==> src/inc/p3c_pkg.sv <==
// Constants and carrier types for the port 3 low-half pin function and edge interrupt block.
// Assumes a byte-wide register port within the second register bank.
package p3c_pkg;

    // ==========================================================
    // Register offsets and resets
    localparam logic [7:0] P3C_FUNC_SEL_OFS = 8'he9;
    localparam logic [7:0] P3C_IRQ_SEL_OFS = 8'hea;
    localparam logic [7:0] P3C_FUNC_SEL_RST = 8'h00;
    localparam logic [7:0] P3C_IRQ_SEL_RST = 8'h00;
    localparam logic [3:0] P3C_PEND_RST = 4'h0;
    localparam logic [2:0] P3C_SYNC_RST = 3'h0;

    // ==========================================================
    // Field layout: two bits per pin, pin n at bits 2n+1:2n (pin n+4 at bits 2n+1:2n in the edge register)
    localparam int P3C_FIELD_W = 2;
    localparam int P3C_PINS = 4;

    // ==========================================================
    // Pin function codes
    localparam logic [1:0] P3C_FN_SCHMITT = 2'h0;
    localparam logic [1:0] P3C_FN_ALT = 2'h1;
    localparam logic [1:0] P3C_FN_ANALOG = 2'h2;
    localparam logic [1:0] P3C_FN_OUTPUT = 2'h3;

    // ==========================================================
    // Edge codes
    localparam logic [1:0] P3C_EDGE_OFF = 2'h0;
    localparam logic [1:0] P3C_EDGE_FALL = 2'h1;
    localparam logic [1:0] P3C_EDGE_RISE = 2'h2;
    localparam logic [1:0] P3C_EDGE_BOTH = 2'h3;

    // ==========================================================
    // Register port request
    typedef struct packed {
        logic sel;
        logic wr;
        logic [7:0] addr;
        logic [7:0] wdata;
    } p3c_req_t;

    // Per-pin decoded function of pins 0..3
    typedef struct packed {
        logic [3:0] schmitt_in;
        logic [3:0] alt_fn;
        logic [3:0] analog_sel;
        logic [3:0] output_en;
    } p3c_func_t;

endpackage

==> src/rtl/p3c_port3_cfg.sv <==
// Port 3 low-half function select and pin 4..7 edge interrupt configuration.
// Assumes pins are asynchronous to CLK; register port is a same-clock byte port.
// Contract
// Low-half function register at e9, RW, four 2-bit fields pin3..pin0, reset zero.
// Pin 2 codes: Schmitt input, SPI clock, analog input twelve, output.
// Pin 0 codes: Schmitt input, alternate function, analog input ten, output.
// Edge interrupt register at ea, RW, reset zero, fields pin7..pin4.
// Pin 7 field: 00 disables; 01, 10, 11 enable with different edges.
// Code 01 requests interrupt on falling edges only.
// Code 10 requests interrupt on rising edges only.
// Code 11 requests interrupt on both edges.
// Pins 4, 5, 6 use the same four-code encoding.
// Pull-up forced off when pin is output or alternate function.
// Pins synchronised to CLK before edges are detected by comparison.
// Enabled edge sets pending flag held until software clears it.
`timescale 1ns/1ps

module p3c_port3_cfg
    import p3c_pkg::*;
(
    input wire logic CLK,
    input wire logic RESET,
    input wire p3c_req_t REG_REQ,
    output logic [7:0] REG_RDATA,
    input wire logic [3:0] PEND_CLR,
    input wire logic [7:0] PULLUP_EN,
    input wire logic [7:0] PIN_IN,
    input wire logic [3:0] HIGH_OUT_OR_ALT,
    output p3c_func_t FUNC,
    output logic [7:0] PULLUP_ACT,
    output logic [3:0] EDGE_PULSE,
    output logic [3:0] IRQ_PEND
);

    // ==========================================================
    // Registers
    logic [7:0] func_sel_q;
    logic [7:0] irq_sel_q;
    logic [7:0] rdata_q;
    logic [3:0] pend_q;
    logic [3:0] pend_d;
    logic [3:0] edge_hit;
    logic [3:0] settled;

    always_ff @(posedge CLK or posedge RESET)
    begin
        if (RESET)
        begin
            func_sel_q <= P3C_FUNC_SEL_RST;
            irq_sel_q <= P3C_IRQ_SEL_RST;
        end
        else if (REG_REQ.sel && REG_REQ.wr)
        begin
            if (REG_REQ.addr == P3C_FUNC_SEL_OFS)
                func_sel_q <= REG_REQ.wdata;
            if (REG_REQ.addr == P3C_IRQ_SEL_OFS)
                irq_sel_q <= REG_REQ.wdata;
        end
    end

    // Unmapped addresses read zero
    always_ff @(posedge CLK or posedge RESET)
    begin
        if (RESET)
            rdata_q <= 8'h00;
        else if (REG_REQ.sel && !REG_REQ.wr)
        begin
            case (REG_REQ.addr)
                P3C_FUNC_SEL_OFS: rdata_q <= func_sel_q;
                P3C_IRQ_SEL_OFS: rdata_q <= irq_sel_q;
                default: rdata_q <= 8'h00;
            endcase
        end
    end

    assign REG_RDATA = rdata_q;

    // ==========================================================
    // Per-pin function decode and edge detect
    genvar i;
    generate
        for (i = 0; i < P3C_PINS; i++)
        begin : g_pin
            logic [1:0] fn;
            logic [1:0] ec;
            logic [2:0] sync_q;
            logic lvl_q;
            logic agree;
            logic rise;
            logic fall;
            logic hit;
            assign fn = func_sel_q[P3C_FIELD_W*i +: P3C_FIELD_W];
            assign ec = irq_sel_q[P3C_FIELD_W*i +: P3C_FIELD_W];
            // Pin 2 alt is SPI clock, pin 0 alt is its own alternate function
            assign FUNC.schmitt_in[i] = (fn == P3C_FN_SCHMITT);
            assign FUNC.alt_fn[i] = (fn == P3C_FN_ALT);
            assign FUNC.analog_sel[i] = (fn == P3C_FN_ANALOG);
            assign FUNC.output_en[i] = (fn == P3C_FN_OUTPUT);
            // Analog codes count as alternate functions, so only input keeps it
            assign PULLUP_ACT[i] = PULLUP_EN[i] && (fn == P3C_FN_SCHMITT);
            assign PULLUP_ACT[i+4] = PULLUP_EN[i+4] && !HIGH_OUT_OR_ALT[i];

            // Stage 0 is only read by stage 1 to contain metastability
            always_ff @(posedge CLK or posedge RESET)
            begin
                if (RESET)
                    sync_q <= P3C_SYNC_RST;
                else
                    sync_q <= {sync_q[1:0], PIN_IN[i+4]};
            end

            // A change counts once stages 1 and 2 agree; one-cycle glitches die here
            assign agree = (sync_q[1] == sync_q[2]);

            // Tracked even while disabled, so enabling later raises no stale edge
            always_ff @(posedge CLK or posedge RESET)
            begin
                if (RESET)
                    lvl_q <= P3C_SYNC_RST[2];
                else if (agree)
                    lvl_q <= sync_q[2];
            end

            assign rise = agree && sync_q[2] && !lvl_q;
            assign fall = agree && !sync_q[2] && lvl_q;
            always_comb
            begin
                case (ec)
                    P3C_EDGE_OFF: hit = 1'b0;
                    P3C_EDGE_FALL: hit = fall;
                    P3C_EDGE_RISE: hit = rise;
                    P3C_EDGE_BOTH: hit = rise || fall;
                    default: hit = 1'b0;
                endcase
            end
            assign edge_hit[i] = hit;
            assign settled[i] = lvl_q;
        end
    endgenerate

    assign EDGE_PULSE = edge_hit;

    // ==========================================================
    // Pending flags: a new edge wins over a same-cycle clear
    assign pend_d = (pend_q & ~PEND_CLR) | edge_hit;

    always_ff @(posedge CLK or posedge RESET)
    begin
        if (RESET)
            pend_q <= P3C_PEND_RST;
        else
            pend_q <= pend_d;
    end

    assign IRQ_PEND = pend_q;

    // ==========================================================
    // Checks: register port
    a_func_write: assert property (@(posedge CLK) disable iff (RESET)
        REG_REQ.sel && REG_REQ.wr && REG_REQ.addr == P3C_FUNC_SEL_OFS
        |=> func_sel_q == $past(REG_REQ.wdata))
        else $error("function register not written");

    a_irq_write: assert property (@(posedge CLK) disable iff (RESET)
        REG_REQ.sel && REG_REQ.wr && REG_REQ.addr == P3C_IRQ_SEL_OFS
        |=> irq_sel_q == $past(REG_REQ.wdata))
        else $error("interrupt register not written");

    a_func_keep: assert property (@(posedge CLK) disable iff (RESET)
        !(REG_REQ.sel && REG_REQ.wr && REG_REQ.addr == P3C_FUNC_SEL_OFS)
        |=> $stable(func_sel_q))
        else $error("function register changed without a write");

    a_irq_keep: assert property (@(posedge CLK) disable iff (RESET)
        !(REG_REQ.sel && REG_REQ.wr && REG_REQ.addr == P3C_IRQ_SEL_OFS)
        |=> $stable(irq_sel_q))
        else $error("interrupt register changed without a write");

    a_func_readback: assert property (@(posedge CLK) disable iff (RESET)
        REG_REQ.sel && !REG_REQ.wr && REG_REQ.addr == P3C_FUNC_SEL_OFS
        |=> REG_RDATA == $past(func_sel_q))
        else $error("function register readback wrong");

    a_irq_readback: assert property (@(posedge CLK) disable iff (RESET)
        REG_REQ.sel && !REG_REQ.wr && REG_REQ.addr == P3C_IRQ_SEL_OFS
        |=> REG_RDATA == $past(irq_sel_q))
        else $error("interrupt register readback wrong");

    a_unmapped_read: assert property (@(posedge CLK) disable iff (RESET)
        REG_REQ.sel && !REG_REQ.wr && REG_REQ.addr != P3C_FUNC_SEL_OFS
        && REG_REQ.addr != P3C_IRQ_SEL_OFS |=> REG_RDATA == 8'h00)
        else $error("unmapped read not zero");

    a_rdata_hold: assert property (@(posedge CLK) disable iff (RESET)
        !(REG_REQ.sel && !REG_REQ.wr)
        |=> $stable(REG_RDATA))
        else $error("read data moved without a read");

    // ==========================================================
    // Checks: pin function and pull-up
    a_pin2_clock: assert property (@(posedge CLK) disable iff (RESET)
        func_sel_q[5:4] == P3C_FN_ALT
        |-> FUNC.alt_fn[2] && !FUNC.output_en[2])
        else $error("pin 2 clock function not selected");

    a_pin2_analog: assert property (@(posedge CLK) disable iff (RESET)
        func_sel_q[5:4] == P3C_FN_ANALOG
        |-> FUNC.analog_sel[2] && !FUNC.schmitt_in[2])
        else $error("pin 2 analog input not selected");

    a_pin0_analog: assert property (@(posedge CLK) disable iff (RESET)
        FUNC.analog_sel[0]
        == (func_sel_q[1:0] == P3C_FN_ANALOG))
        else $error("pin 0 analog select wrong");

    a_pin0_alt: assert property (@(posedge CLK) disable iff (RESET)
        FUNC.alt_fn[0]
        == (func_sel_q[1:0] == P3C_FN_ALT))
        else $error("pin 0 alternate select wrong");

    a_pin3_output: assert property (@(posedge CLK) disable iff (RESET)
        func_sel_q[7:6] == P3C_FN_OUTPUT
        |-> FUNC.output_en[3] && !FUNC.schmitt_in[3])
        else $error("pin 3 field not decoded from its bits");

    a_func_onehot: assert property (@(posedge CLK) disable iff (RESET)
        $onehot({FUNC.schmitt_in[2], FUNC.alt_fn[2],
        FUNC.analog_sel[2], FUNC.output_en[2]}))
        else $error("pin 2 function not one-hot");

    a_pullup_off: assert property (@(posedge CLK) disable iff (RESET)
        !FUNC.schmitt_in[1]
        |-> !PULLUP_ACT[1])
        else $error("pull-up not forced off");

    a_pullup_pass: assert property (@(posedge CLK) disable iff (RESET)
        FUNC.schmitt_in[3] && PULLUP_EN[3]
        |-> PULLUP_ACT[3])
        else $error("pull-up lost on input pin");

    a_pullup_high: assert property (@(posedge CLK) disable iff (RESET)
        HIGH_OUT_OR_ALT[3]
        |-> !PULLUP_ACT[7])
        else $error("high pin pull-up not forced off");

    // ==========================================================
    // Checks: edge detection
    a_pin7_off: assert property (@(posedge CLK) disable iff (RESET)
        irq_sel_q[7:6] == P3C_EDGE_OFF
        |-> !EDGE_PULSE[3])
        else $error("disabled pin 7 raised edge");

    a_pin4_off: assert property (@(posedge CLK) disable iff (RESET)
        irq_sel_q[1:0] == P3C_EDGE_OFF
        |-> !EDGE_PULSE[0])
        else $error("disabled pin 4 raised edge");

    a_fall_edge: assert property (@(posedge CLK) disable iff (RESET)
        $past(irq_sel_q[1:0]) == P3C_EDGE_FALL && $fell(settled[0])
        |-> $past(EDGE_PULSE[0]))
        else $error("falling mode missed a fall");

    a_fall_only: assert property (@(posedge CLK) disable iff (RESET)
        irq_sel_q[1:0] == P3C_EDGE_FALL && EDGE_PULSE[0]
        |=> !settled[0])
        else $error("falling mode fired on rise");

    a_rise_edge: assert property (@(posedge CLK) disable iff (RESET)
        $past(irq_sel_q[3:2]) == P3C_EDGE_RISE && $rose(settled[1])
        |-> $past(EDGE_PULSE[1]))
        else $error("rising mode missed a rise");

    a_rise_only: assert property (@(posedge CLK) disable iff (RESET)
        irq_sel_q[3:2] == P3C_EDGE_RISE && EDGE_PULSE[1]
        |=> settled[1])
        else $error("rising mode fired on fall");

    a_both_edge: assert property (@(posedge CLK) disable iff (RESET)
        $past(irq_sel_q[5:4]) == P3C_EDGE_BOTH && $changed(settled[2])
        |-> $past(EDGE_PULSE[2]))
        else $error("both-edge mode missed edge");

    a_pulse_single: assert property (@(posedge CLK) disable iff (RESET)
        EDGE_PULSE[3]
        |=> !EDGE_PULSE[3])
        else $error("edge pulse longer than one cycle");

    a_edge_source: assert property (@(posedge CLK) disable iff (RESET)
        EDGE_PULSE[0]
        |-> $past(PIN_IN[4], 2) == $past(PIN_IN[4], 3))
        else $error("edge taken from an unsettled pin");

    // ==========================================================
    // Checks: pending flags
    a_pend_set: assert property (@(posedge CLK) disable iff (RESET)
        EDGE_PULSE[0]
        |=> IRQ_PEND[0])
        else $error("pending flag not set by edge");

    a_pend_hold: assert property (@(posedge CLK) disable iff (RESET)
        IRQ_PEND[1] && !PEND_CLR[1]
        |=> IRQ_PEND[1])
        else $error("pending flag lost");

    a_pend_clear: assert property (@(posedge CLK) disable iff (RESET)
        PEND_CLR[2] && !EDGE_PULSE[2]
        |=> !IRQ_PEND[2])
        else $error("pending flag not cleared");

    a_pend_cause: assert property (@(posedge CLK) disable iff (RESET)
        !IRQ_PEND[3] && !EDGE_PULSE[3]
        |=> !IRQ_PEND[3])
        else $error("pending flag set without edge");

endmodule // p3c_port3_cfg

==> config.mk <==
export PLATFORM = sky130hd
export DESIGN_NAME = p3c_port3_cfg
export DESIGN_NICKNAME = d
export VERILOG_FILES = /design/src/inc/p3c_pkg.sv /design/src/rtl/p3c_port3_cfg.sv
export SDC_FILE = /design/constraint.sdc
export NUM_CORES = 1
export LEC_CHECK = 0
export ABC_AREA = 0
export BUFFER_PORTS_ARGS = -buffer_cell sky130_fd_sc_hd__buf_2
export CAP_MARGIN = 20
export CORE_MARGIN = 5
export CORE_UTILIZATION = 40
export CTS_CLUSTER_DIAMETER = 100
export DETAILED_ROUTE_END_ITERATION = 8
export HOLD_SLACK_MARGIN = 0.03
export PLACE_DENSITY = 0.8
export SYNTH_ARGS = -nofsm -noshare
export SYNTH_HDL_FRONTEND = slang
export SYNTH_SLANG_ARGS = --single-unit
==> constraint.sdc <==
create_clock -name CLK -period 2.77 [get_ports CLK]
set_input_delay 0.277 -clock CLK [delete_from_list [all_inputs] [get_ports CLK]]
set_output_delay 0.277 -clock CLK [all_outputs]
set_load 0.02 [all_outputs]
==> flow_summary.html, run 1 <==
<table>
<tr><th>Metric</th><th>Value</th></tr>
<tr><th colspan="2">Run status</th></tr>
<tr><td>Result of the run</td><td>completed</td></tr>
<tr><th colspan="2">Clock tree</th></tr>
<tr><td>Number of H-tree levels</td><td>2</td></tr>
<tr><td>Worst-Skew Late Latency</td><td>290 ps</td></tr>
<tr><td>TritonCTS clock tree</td><td>yes</td></tr>
<tr><td>TritonCTS sink count</td><td>44</td></tr>
<tr><td>Maximum root-to-sink buffer count</td><td>2</td></tr>
<tr><td>Hold buffer count at cts</td><td>0</td></tr>
<tr><td>Clk slew on worst S/H paths</td><td>80 ps</td></tr>
<tr><td>Post-CTS setup repair buffer count</td><td>0</td></tr>
<tr><td>Number of clock buffers inserted by TritonCTS</td><td>5</td></tr>
<tr><td>Post-CTS sizing</td><td>0</td></tr>
<tr><td>Buffer type at the clock tree root</td><td>sky130_fd_sc_hd__clkbuf_8</td></tr>
<tr><th colspan="2">Timing</th></tr>
<tr><td>Post-route clock period utilization</td><td>0.581</td></tr>
<tr><td>Tightest slew margin relative to the limit</td><td>0.408</td></tr>
<tr><td>RSZ-0062 raised after global routing</td><td>no</td></tr>
<tr><td>Final number of max-transition violations</td><td>0</td></tr>
<tr><td>Number of endpoints failing setup at the final stage</td><td>0</td></tr>
<tr><td>Layout Skew</td><td>5.40 ps</td></tr>
<tr><td>TNS Setup</td><td>0 ps</td></tr>
<tr><td>Highest clock rate</td><td>621 MHz</td></tr>
<tr><td>Time the worst path needs with I/O delays and setup</td><td>1610 ps</td></tr>
<tr><td>Transition time at the pin with the least slew margin</td><td>886 ps</td></tr>
<tr><td>Final Hold Fails</td><td>0</td></tr>
<tr><th colspan="2">Worst setup path</th></tr>
<tr><td>Maximum fanout along the worst path</td><td>3</td></tr>
<tr><td>Kind of launch point of the worst setup path</td><td>flip-flop</td></tr>
<tr><td>Worst Path Arrival</td><td>1330 ps</td></tr>
<tr><td>Critical path start-end classification</td><td>reg2out</td></tr>
<tr><td>Critical path capture point type</td><td>output port</td></tr>
<tr><td>Worst Path Required</td><td>2490 ps</td></tr>
<tr><th colspan="2">Place</th></tr>
<tr><td>Gpl congestion</td><td>0.716</td></tr>
<tr><td>Count of placed standard cells including taps</td><td>300</td></tr>
<tr><td>Standard cell area after detailed placement</td><td>2410 um2</td></tr>
<tr><td>DP HPWL</td><td>2990 um</td></tr>
<tr><td>Port Buffers</td><td>79</td></tr>
<tr><th colspan="2">Floorplanning</th></tr>
<tr><td>IO Count</td><td>84</td></tr>
<tr><td>Chip Height</td><td>80.1 um</td></tr>
<tr><td>Initial Utilization</td><td>0.413</td></tr>
<tr><td>Area of the core region</td><td>4750 um2</td></tr>
<tr><td>Total number of placement rows</td><td>25</td></tr>
<tr><td>Overall die width</td><td>80.1 um</td></tr>
<tr><td>Total die area</td><td>6410 um2</td></tr>
<tr><th colspan="2">GRT</th></tr>
<tr><td>Via count of the first global-routing pass</td><td>1369</td></tr>
<tr><td>First-pass GRT wire length</td><td>6430 um</td></tr>
<tr><td>Number of antenna violations at the first check in global routing</td><td>0</td></tr>
<tr><td>GR met3 Demand/Resource</td><td>0.0482</td></tr>
<tr><td>Largest net degree at the start of global routing</td><td>45</td></tr>
<tr><td>Most Used Layer, Global Route</td><td>met2</td></tr>
<tr><td>Met2 GRT Util</td><td>0.211</td></tr>
<tr><td>Overall track demand over capacity in global routing</td><td>0.129</td></tr>
<tr><td>Met1 usage in global routing</td><td>0.160</td></tr>
<tr><td>Leftover overflow at the end of global routing</td><td>0</td></tr>
<tr><th colspan="2">Synth</th></tr>
<tr><td>Number of storage elements in the synthesis netlist</td><td>44</td></tr>
<tr><td>Average cell area after synthesis</td><td>12.3 um2</td></tr>
<tr><td>Net count after synthesis</td><td>211</td></tr>
<tr><td>Portion of the post-synthesis area used by sequential elements</td><td>0.561</td></tr>
<tr><td>Number of synthesis warnings</td><td>0</td></tr>
<tr><td>Syn Inst Count</td><td>159</td></tr>
<tr><td>Cell area after synthesis</td><td>1960 um2</td></tr>
<tr><td>Number of distinct library cells after synthesis</td><td>19</td></tr>
<tr><th colspan="2">Layout</th></tr>
<tr><td>Post-route design area</td><td>2500 um2</td></tr>
<tr><td>Net count reported at finish</td><td>292</td></tr>
<tr><td>Most common cell after layout, fill and taps aside</td><td>sky130_fd_sc_hd__buf_2</td></tr>
<tr><td>Post-layout instance count excluding filler cells</td><td>308</td></tr>
<tr><td>Share of final-layout standard cells stronger than drive strength 1</td><td>0.452</td></tr>
<tr><td>Diode count</td><td>0</td></tr>
<tr><td>Commonest cells after routing, fill and taps aside</td><td>sky130_fd_sc_hd__buf_2 (79), sky130_fd_sc_hd__dfrtp_1 (44), sky130_fd_sc_hd__and2_1 (16), sky130_fd_sc_hd__mux2_2 (16)</td></tr>
<tr><td>Signed area change from the synthesized netlist to the final layout</td><td>27.3%</td></tr>
<tr><th colspan="2">Power and ir drop</th></tr>
<tr><td>Leakage</td><td>1.42 nW</td></tr>
<tr><td>Power per unit of standard cell area</td><td>482 nW/um2</td></tr>
<tr><td>Max VDD drop</td><td>0.258 mV</td></tr>
<tr><th colspan="2">Drt</th></tr>
<tr><td>Starting DRC count in detailed routing</td><td>58</td></tr>
<tr><td>Drt pass-1 iters</td><td>4</td></tr>
<tr><td>Count of nets left with antenna violations after detail routing</td><td>0</td></tr>
<tr><td>Via Count</td><td>1428</td></tr>
<tr><td>Final routed wire length divided by cell count</td><td>12.8 um</td></tr>
<tr><td>Total detailed-routing wirelength</td><td>3940 um</td></tr>
<tr><td>Total DRC errors in the routed layout</td><td>0</td></tr>
<tr><td>Detailed-route vias per instance</td><td>4.64</td></tr>
<tr><th colspan="2">Min path</th></tr>
<tr><td>Classification of the worst-slack hold path</td><td>in2reg</td></tr>
<tr><th colspan="2">Run</th></tr>
<tr><td>Maximum capacitance violations</td><td>0</td></tr>
</table>
==> layer usage <==
metal  part of all wire  vias up
met3               0.11        5
met5                  0        -
met4             0.0096        0
met2               0.47       57
li1                   -      700
met1               0.41      666
==> kinds of logic (layout without fill, tap and decap cells) <==
group	Yosys count	count (layout)	synth area share
AO/OA/AOI/OAI	20	20	0.0765
adder cells (fa/ha/maj)	8	8	0.0510
multiplexers	16	16	0.0918
flip-flops	44	44	0.561
buffers and inverters	18	100	0.0427
AND/OR/NAND/NOR	53	53	0.177
==> layout make-up <==
cell class              count  area (um2)
clock buffers               6        82.6
clock inverters             2        10.0
fillers                   450        2250
inverters                  13        48.8
multi-input cells          97         778
flip-flops and latches     44        1100
well taps                  67        83.8
repair buffers             79         395
==> power breakdown <==
part,switching [mW],total (mW),internal (mW)
Sequential,0.0179,0.684,0.667
Combinational,0.0641,0.115,0.0511
Clock,0.207,0.406,0.199
Total,0.289,1.21,0.917
==> final timing paths <==
| kind | startpoint | endpoint | slack, ps | cells after the start |
|---|---|---|---|---|
| worst min-delay path | PIN_IN[5] | g_pin[1].sync_q[0] | 90 | 1 |
| min in group asynchronous | RESET | IRQ_PEND[2] | 170 | 2 |
| worst max register to register | g_pin[2].sync_q[1] | IRQ_PEND[2] | 1690 | 5 |
| max in group asynchronous | RESET | g_pin[3].lvl_q | 2040 | 2 |
| worst max-delay path | g_pin[2].sync_q[1] | EDGE_PULSE[2] | 1160 | 4 |
| worst min register to register | g_pin[1].sync_q[0] | g_pin[1].sync_q[1] | 350 | 0 |
==> Yosys cell counts <==
cell type	instances	area (um2)
sky130_fd_sc_hd__dfrtp_1	44	1100
sky130_fd_sc_hd__and2_1	16	100
sky130_fd_sc_hd__mux2_2	16	180
sky130_fd_sc_hd__inv_1	13	48.8
sky130_fd_sc_hd__nor2b_1	12	75.1
sky130_fd_sc_hd__nand2_1	9	33.8
sky130_fd_sc_hd__a221o_1	8	80.1
sky130_fd_sc_hd__ha_1	8	100
sky130_fd_sc_hd__o21ai_0	8	40.0
sky130_fd_sc_hd__a21o_1	4	30.0
sky130_fd_sc_hd__buf_4	4	30.0
sky130_fd_sc_hd__nand3_1	4	20.0
sky130_fd_sc_hd__nor2_1	4	15.0
sky130_fd_sc_hd__nand4b_1	2	17.5
sky130_fd_sc_hd__nor3_2	2	20.0
sky130_fd_sc_hd__nor3_4	2	32.5
sky130_fd_sc_hd__buf_2	1	5.00
sky130_fd_sc_hd__nand2b_1	1	6.26
sky130_fd_sc_hd__nand4bb_4	1	27.5
==> per-stage QoR <==
| step | utilization | hold slack (ps) | total power, mW | setup slack, ps |
|---|---|---|---|---|
| 2_1_floorplan | - | 308 | 0.763 | 1380 |
| 3_3_place_gp | 0.506 | 333 | 0.810 | 1110 |
| 3_5_place_dp | 0.506 | 335 | 0.816 | 1070 |
| 4_1_cts | 0.526 | 79.8 | 1.22 | 1120 |
| 5_1_grt | 0.526 | 69.7 | 1.28 | 1040 |
| 6_report | 0.526 | 90.3 | 1.21 | 1160 |
==> flip-flops by register name, summed over array words and instances (netlist names) <==
signal,cells
g_pin.sync_q,12
REG_RDATA,8
func_sel_q,8
irq_sel_q,8
IRQ_PEND,4
g_pin.lvl_q,4
==> critical path, cell delays in order, from the launching register on <==
cell and delay (ps):
sky130_fd_sc_hd__dfrtp_1 380, sky130_fd_sc_hd__ha_1 150, sky130_fd_sc_hd__nand2_1 50, sky130_fd_sc_hd__o21ai_0 250, sky130_fd_sc_hd__buf_2 230
Power figures use the tool's default switching activity.
==> run 2: changes to the inputs <==
==> constraint.sdc (replaced) <==
create_clock -name CLK -period 1.66 [get_ports CLK]
set_input_delay 0.166 -clock CLK [delete_from_list [all_inputs] [get_ports CLK]]
set_output_delay 0.166 -clock CLK [all_outputs]
set_load 0.02 [all_outputs]
==> flow_summary.html, run 2 (synthesized netlist as in run 1, its figures left out) <==
<table>
<tr><th>Metric</th><th>Value</th></tr>
<tr><th colspan="2">Run status</th></tr>
<tr><td>Result of the run</td><td>completed (unchanged)</td></tr>
<tr><th colspan="2">Run</th></tr>
<tr><td>Maximum capacitance violations</td><td>0 (unchanged)</td></tr>
<tr><th colspan="2">Clock tree</th></tr>
<tr><td>Number of clock buffers inserted by TritonCTS</td><td>5 (unchanged)</td></tr>
<tr><td>Maximum root-to-sink buffer count</td><td>2 (unchanged)</td></tr>
<tr><td>Buffer type at the clock tree root</td><td>sky130_fd_sc_hd__clkbuf_8 (unchanged)</td></tr>
<tr><td>Post-CTS setup repair buffer count</td><td>0 (unchanged)</td></tr>
<tr><td>Post-CTS sizing</td><td>0 (unchanged)</td></tr>
<tr><td>Clk slew on worst S/H paths</td><td>80 ps (about the same)</td></tr>
<tr><td>TritonCTS sink count</td><td>44 (unchanged)</td></tr>
<tr><td>Worst-Skew Late Latency</td><td>290 ps (about the same)</td></tr>
<tr><td>Number of H-tree levels</td><td>2 (unchanged)</td></tr>
<tr><td>TritonCTS clock tree</td><td>yes (unchanged)</td></tr>
<tr><th colspan="2">Floorplanning</th></tr>
<tr><td>Initial Utilization</td><td>0.413 (unchanged)</td></tr>
<tr><td>Total die area</td><td>6410 um2 (unchanged)</td></tr>
<tr><td>Total number of placement rows</td><td>25 (unchanged)</td></tr>
<tr><td>Overall die width</td><td>80.1 um (unchanged)</td></tr>
<tr><td>IO Count</td><td>84 (unchanged)</td></tr>
<tr><td>Chip Height</td><td>80.1 um (unchanged)</td></tr>
<tr><td>Area of the core region</td><td>4750 um2 (unchanged)</td></tr>
<tr><th colspan="2">Drt</th></tr>
<tr><td>Total DRC errors in the routed layout</td><td>0 (unchanged)</td></tr>
<tr><td>Via Count</td><td>1469 (was 1428)</td></tr>
<tr><td>Drt pass-1 iters</td><td>4 (unchanged)</td></tr>
<tr><td>Count of nets left with antenna violations after detail routing</td><td>0 (unchanged)</td></tr>
<tr><td>Detailed-route vias per instance</td><td>4.65 (was 4.64)</td></tr>
<tr><td>Final routed wire length divided by cell count</td><td>12.9 um (was 12.8 um)</td></tr>
<tr><td>Starting DRC count in detailed routing</td><td>45 (was 58)</td></tr>
<tr><td>Total detailed-routing wirelength</td><td>4060 um (was 3940 um)</td></tr>
<tr><th colspan="2">Layout</th></tr>
<tr><td>Signed area change from the synthesized netlist to the final layout</td><td>31.3% (was 27.3%)</td></tr>
<tr><td>Number of flip-flops in the largest register</td><td>12 (unchanged)</td></tr>
<tr><td>Net count reported at finish</td><td>301 (was 292)</td></tr>
<tr><td>Area used by multi-input combinational logic</td><td>778 um2 (unchanged)</td></tr>
<tr><td>Diode count</td><td>0 (unchanged)</td></tr>
<tr><td>Largest reg by FF count</td><td>g_pin.sync_q (unchanged)</td></tr>
<tr><td>Area occupied by registers</td><td>1100 um2 (unchanged)</td></tr>
<tr><td>Most common cell after layout, fill and taps aside</td><td>sky130_fd_sc_hd__buf_2 (unchanged)</td></tr>
<tr><td>Fill cell instance count of the final layout</td><td>430 (was 450)</td></tr>
<tr><td>Share of final-layout standard cells stronger than drive strength 1</td><td>0.446 (was 0.452)</td></tr>
<tr><td>Commonest cells after routing, fill and taps aside</td><td>sky130_fd_sc_hd__buf_2 (79), sky130_fd_sc_hd__dfrtp_1 (44), sky130_fd_sc_hd__and2_1 (16), sky130_fd_sc_hd__mux2_2 (16) (unchanged)</td></tr>
<tr><th colspan="2">GRT</th></tr>
<tr><td>Overall track demand over capacity in global routing</td><td>0.133 (was 0.129)</td></tr>
<tr><td>Via count of the first global-routing pass</td><td>1537 (was 1369)</td></tr>
<tr><td>Leftover overflow at the end of global routing</td><td>0 (unchanged)</td></tr>
<tr><td>Number of antenna violations at the first check in global routing</td><td>0 (unchanged)</td></tr>
<tr><td>First-pass GRT wire length</td><td>6620 um (was 6430 um)</td></tr>
<tr><td>Largest net degree at the start of global routing</td><td>24 (was 45)</td></tr>
<tr><th colspan="2">Worst setup path</th></tr>
<tr><td>Critical Path Source</td><td>g_pin[2].sync_q[1] (unchanged)</td></tr>
<tr><td>Worst Path Arrival</td><td>1320 ps (was 1330 ps)</td></tr>
<tr><td>Worst Path Required</td><td>1490 ps (was 2490 ps)</td></tr>
<tr><td>Launching point of the worst reg2reg path</td><td>g_pin[2].sync_q[1] (unchanged)</td></tr>
<tr><td>FF-to-FF path depth</td><td>5 (unchanged)</td></tr>
<tr><td>Reg2reg setup slack</td><td>580 ps (was 1690 ps)</td></tr>
<tr><td>Critical path capture point type</td><td>output port (unchanged)</td></tr>
<tr><td>Ordered list of cells on the worst path</td><td>ha_1 &gt; nand2_1 &gt; o21ai_0 &gt; buf_2 (unchanged)</td></tr>
<tr><td>Endpoint of the worst-slack reg-to-reg timing path</td><td>IRQ_PEND[2] (unchanged)</td></tr>
<tr><td>Kind of launch point of the worst setup path</td><td>flip-flop (unchanged)</td></tr>
<tr><td>Crit-path max cell delay</td><td>370 ps (was 380 ps)</td></tr>
<tr><td>CP max-delay cell</td><td>sky130_fd_sc_hd__dfrtp_1 (unchanged)</td></tr>
<tr><td>Critical path start-end classification</td><td>reg2out (unchanged)</td></tr>
<tr><td>Maximum fanout along the worst path</td><td>3 (unchanged)</td></tr>
<tr><th colspan="2">Timing</th></tr>
<tr><td>Post-route clock period utilization</td><td>0.895</td></tr>
<tr><td>Time the worst path needs with I/O delays and setup</td><td>1490 ps</td></tr>
<tr><td>Highest clock rate</td><td>673 MHz</td></tr>
<tr><td>Final Hold Fails</td><td>0 (unchanged)</td></tr>
<tr><td>Final number of max-transition violations</td><td>0 (unchanged)</td></tr>
<tr><td>RSZ-0062 raised after global routing</td><td>no (unchanged)</td></tr>
<tr><td>Tightest slew margin relative to the limit</td><td>0.611 (was 0.408)</td></tr>
<tr><td>Transition time at the pin with the least slew margin</td><td>580 ps (was 886 ps)</td></tr>
<tr><td>Number of endpoints failing setup at the final stage</td><td>0 (unchanged)</td></tr>
<tr><td>Layout Skew</td><td>4.74 ps (was 5.40 ps)</td></tr>
<tr><td>TNS Setup</td><td>0 ps (unchanged)</td></tr>
<tr><th colspan="2">Power and ir drop</th></tr>
<tr><td>Max VDD drop</td><td>0.473 mV (was 0.258 mV)</td></tr>
<tr><td>Power per unit of standard cell area</td><td>768 nW/um2 (was 482 nW/um2)</td></tr>
<tr><td>Final total power</td><td>1.98 mW (was 1.21 mW)</td></tr>
<tr><td>Leakage</td><td>1.45 nW (was 1.42 nW)</td></tr>
<tr><th colspan="2">Min path</th></tr>
<tr><td>WHS Endpoint</td><td>irq_sel_q[2] (was g_pin[1].sync_q[0])</td></tr>
<tr><td>Hold path start</td><td>REG_REQ[2] (was PIN_IN[5])</td></tr>
<tr><td>Classification of the worst-slack hold path</td><td>in2reg (unchanged)</td></tr>
<tr><td>Instance count along the most critical hold path</td><td>2 (was 1)</td></tr>
<tr><th colspan="2">Place</th></tr>
<tr><td>DP HPWL</td><td>3070 um (was 2990 um)</td></tr>
<tr><td>Port Buffers</td><td>79 (unchanged)</td></tr>
<tr><td>Gpl congestion</td><td>0.722 (was 0.716)</td></tr>
</table>
## run 2: cell types whose count changed in the layout (fill, tap and decap cells not counted)
cell / change
sky130_fd_sc_hd__buf_12: +1
sky130_fd_sc_hd__dlygate4sd3_1: +5
sky130_fd_sc_hd__buf_4: +3
sky130_fd_sc_hd__clkinv_2: -1
sky130_fd_sc_hd__clkbuf_1: +1
sky130_fd_sc_hd__clkbuf_8: -1
## run 2: repair_timing
action	in CTS	in global routing
hold buffers	5	0
hold endpoints to repair	26	0
setup endpoints to repair	0	0
## run 2: cell type report
type / count / share of cell area
Clock buffer: 6 / 0.0282
Clock inverter: 1 / 0.00194
Inverter: 13 / 0.0189
Multi-Input combinational cell: 97 / 0.302
Sequential cell: 44 / 0.427
Tap cell: 67 / 0.0325
Timing Repair Buffer: 88 / 0.189
## run 2: metal layers
layer	up-vias	wire (um)	GRT usage
li1	721	-	-
met1	687	1760	0.156
met2	54	1880	0.230
met3	7	361	0.0359
met4	0	64	0.0507
met5	-	0	0
## run 2: how the worst max path moves through the flow
stage | cells after the start | slack (ps) | to
finish | 4 | 170 | EDGE_PULSE[2]
global route | 5 | 80 | EDGE_PULSE[3]
CTS | 4 | 130 | EDGE_PULSE[2]
detailed placement | 5 | 220 | irq_sel_q[3]
global placement | 5 | 250 | irq_sel_q[1]
floorplan | 3 | 380 | func_sel_q[0]
## run 2: worst max-delay path, delay by kind of cell, from the launching register on
| kind | cells | cell delay [ps] |
|---|---|---|
| AND/OR/NAND/NOR | 1 | 50 |
| AO/OA/AOI/OAI | 1 | 240 |
| buffers and inverters | 1 | 220 |
| adder cells (fa/ha/maj) | 1 | 150 |
| flip-flops | 1 | 370 |
## run 2: where the power goes
group          internal (mW)  switching [mW]
Combinational         0.0995           0.112
Sequential              1.11          0.0293
Clock                  0.286           0.340
## run 2: stage by stage
step	std cells	instance area, um2	util	setup WS (ps)	hold WS [ps]
after global placement	304	2450	0.515	247	219
after global routing	316	2580	0.542	83.2	106
final	316	2580	0.542	175	117
after detailed placement	304	2450	0.515	216	229
after CTS	316	2580	0.542	125	106
after floorplan	159	1960	-	379	197
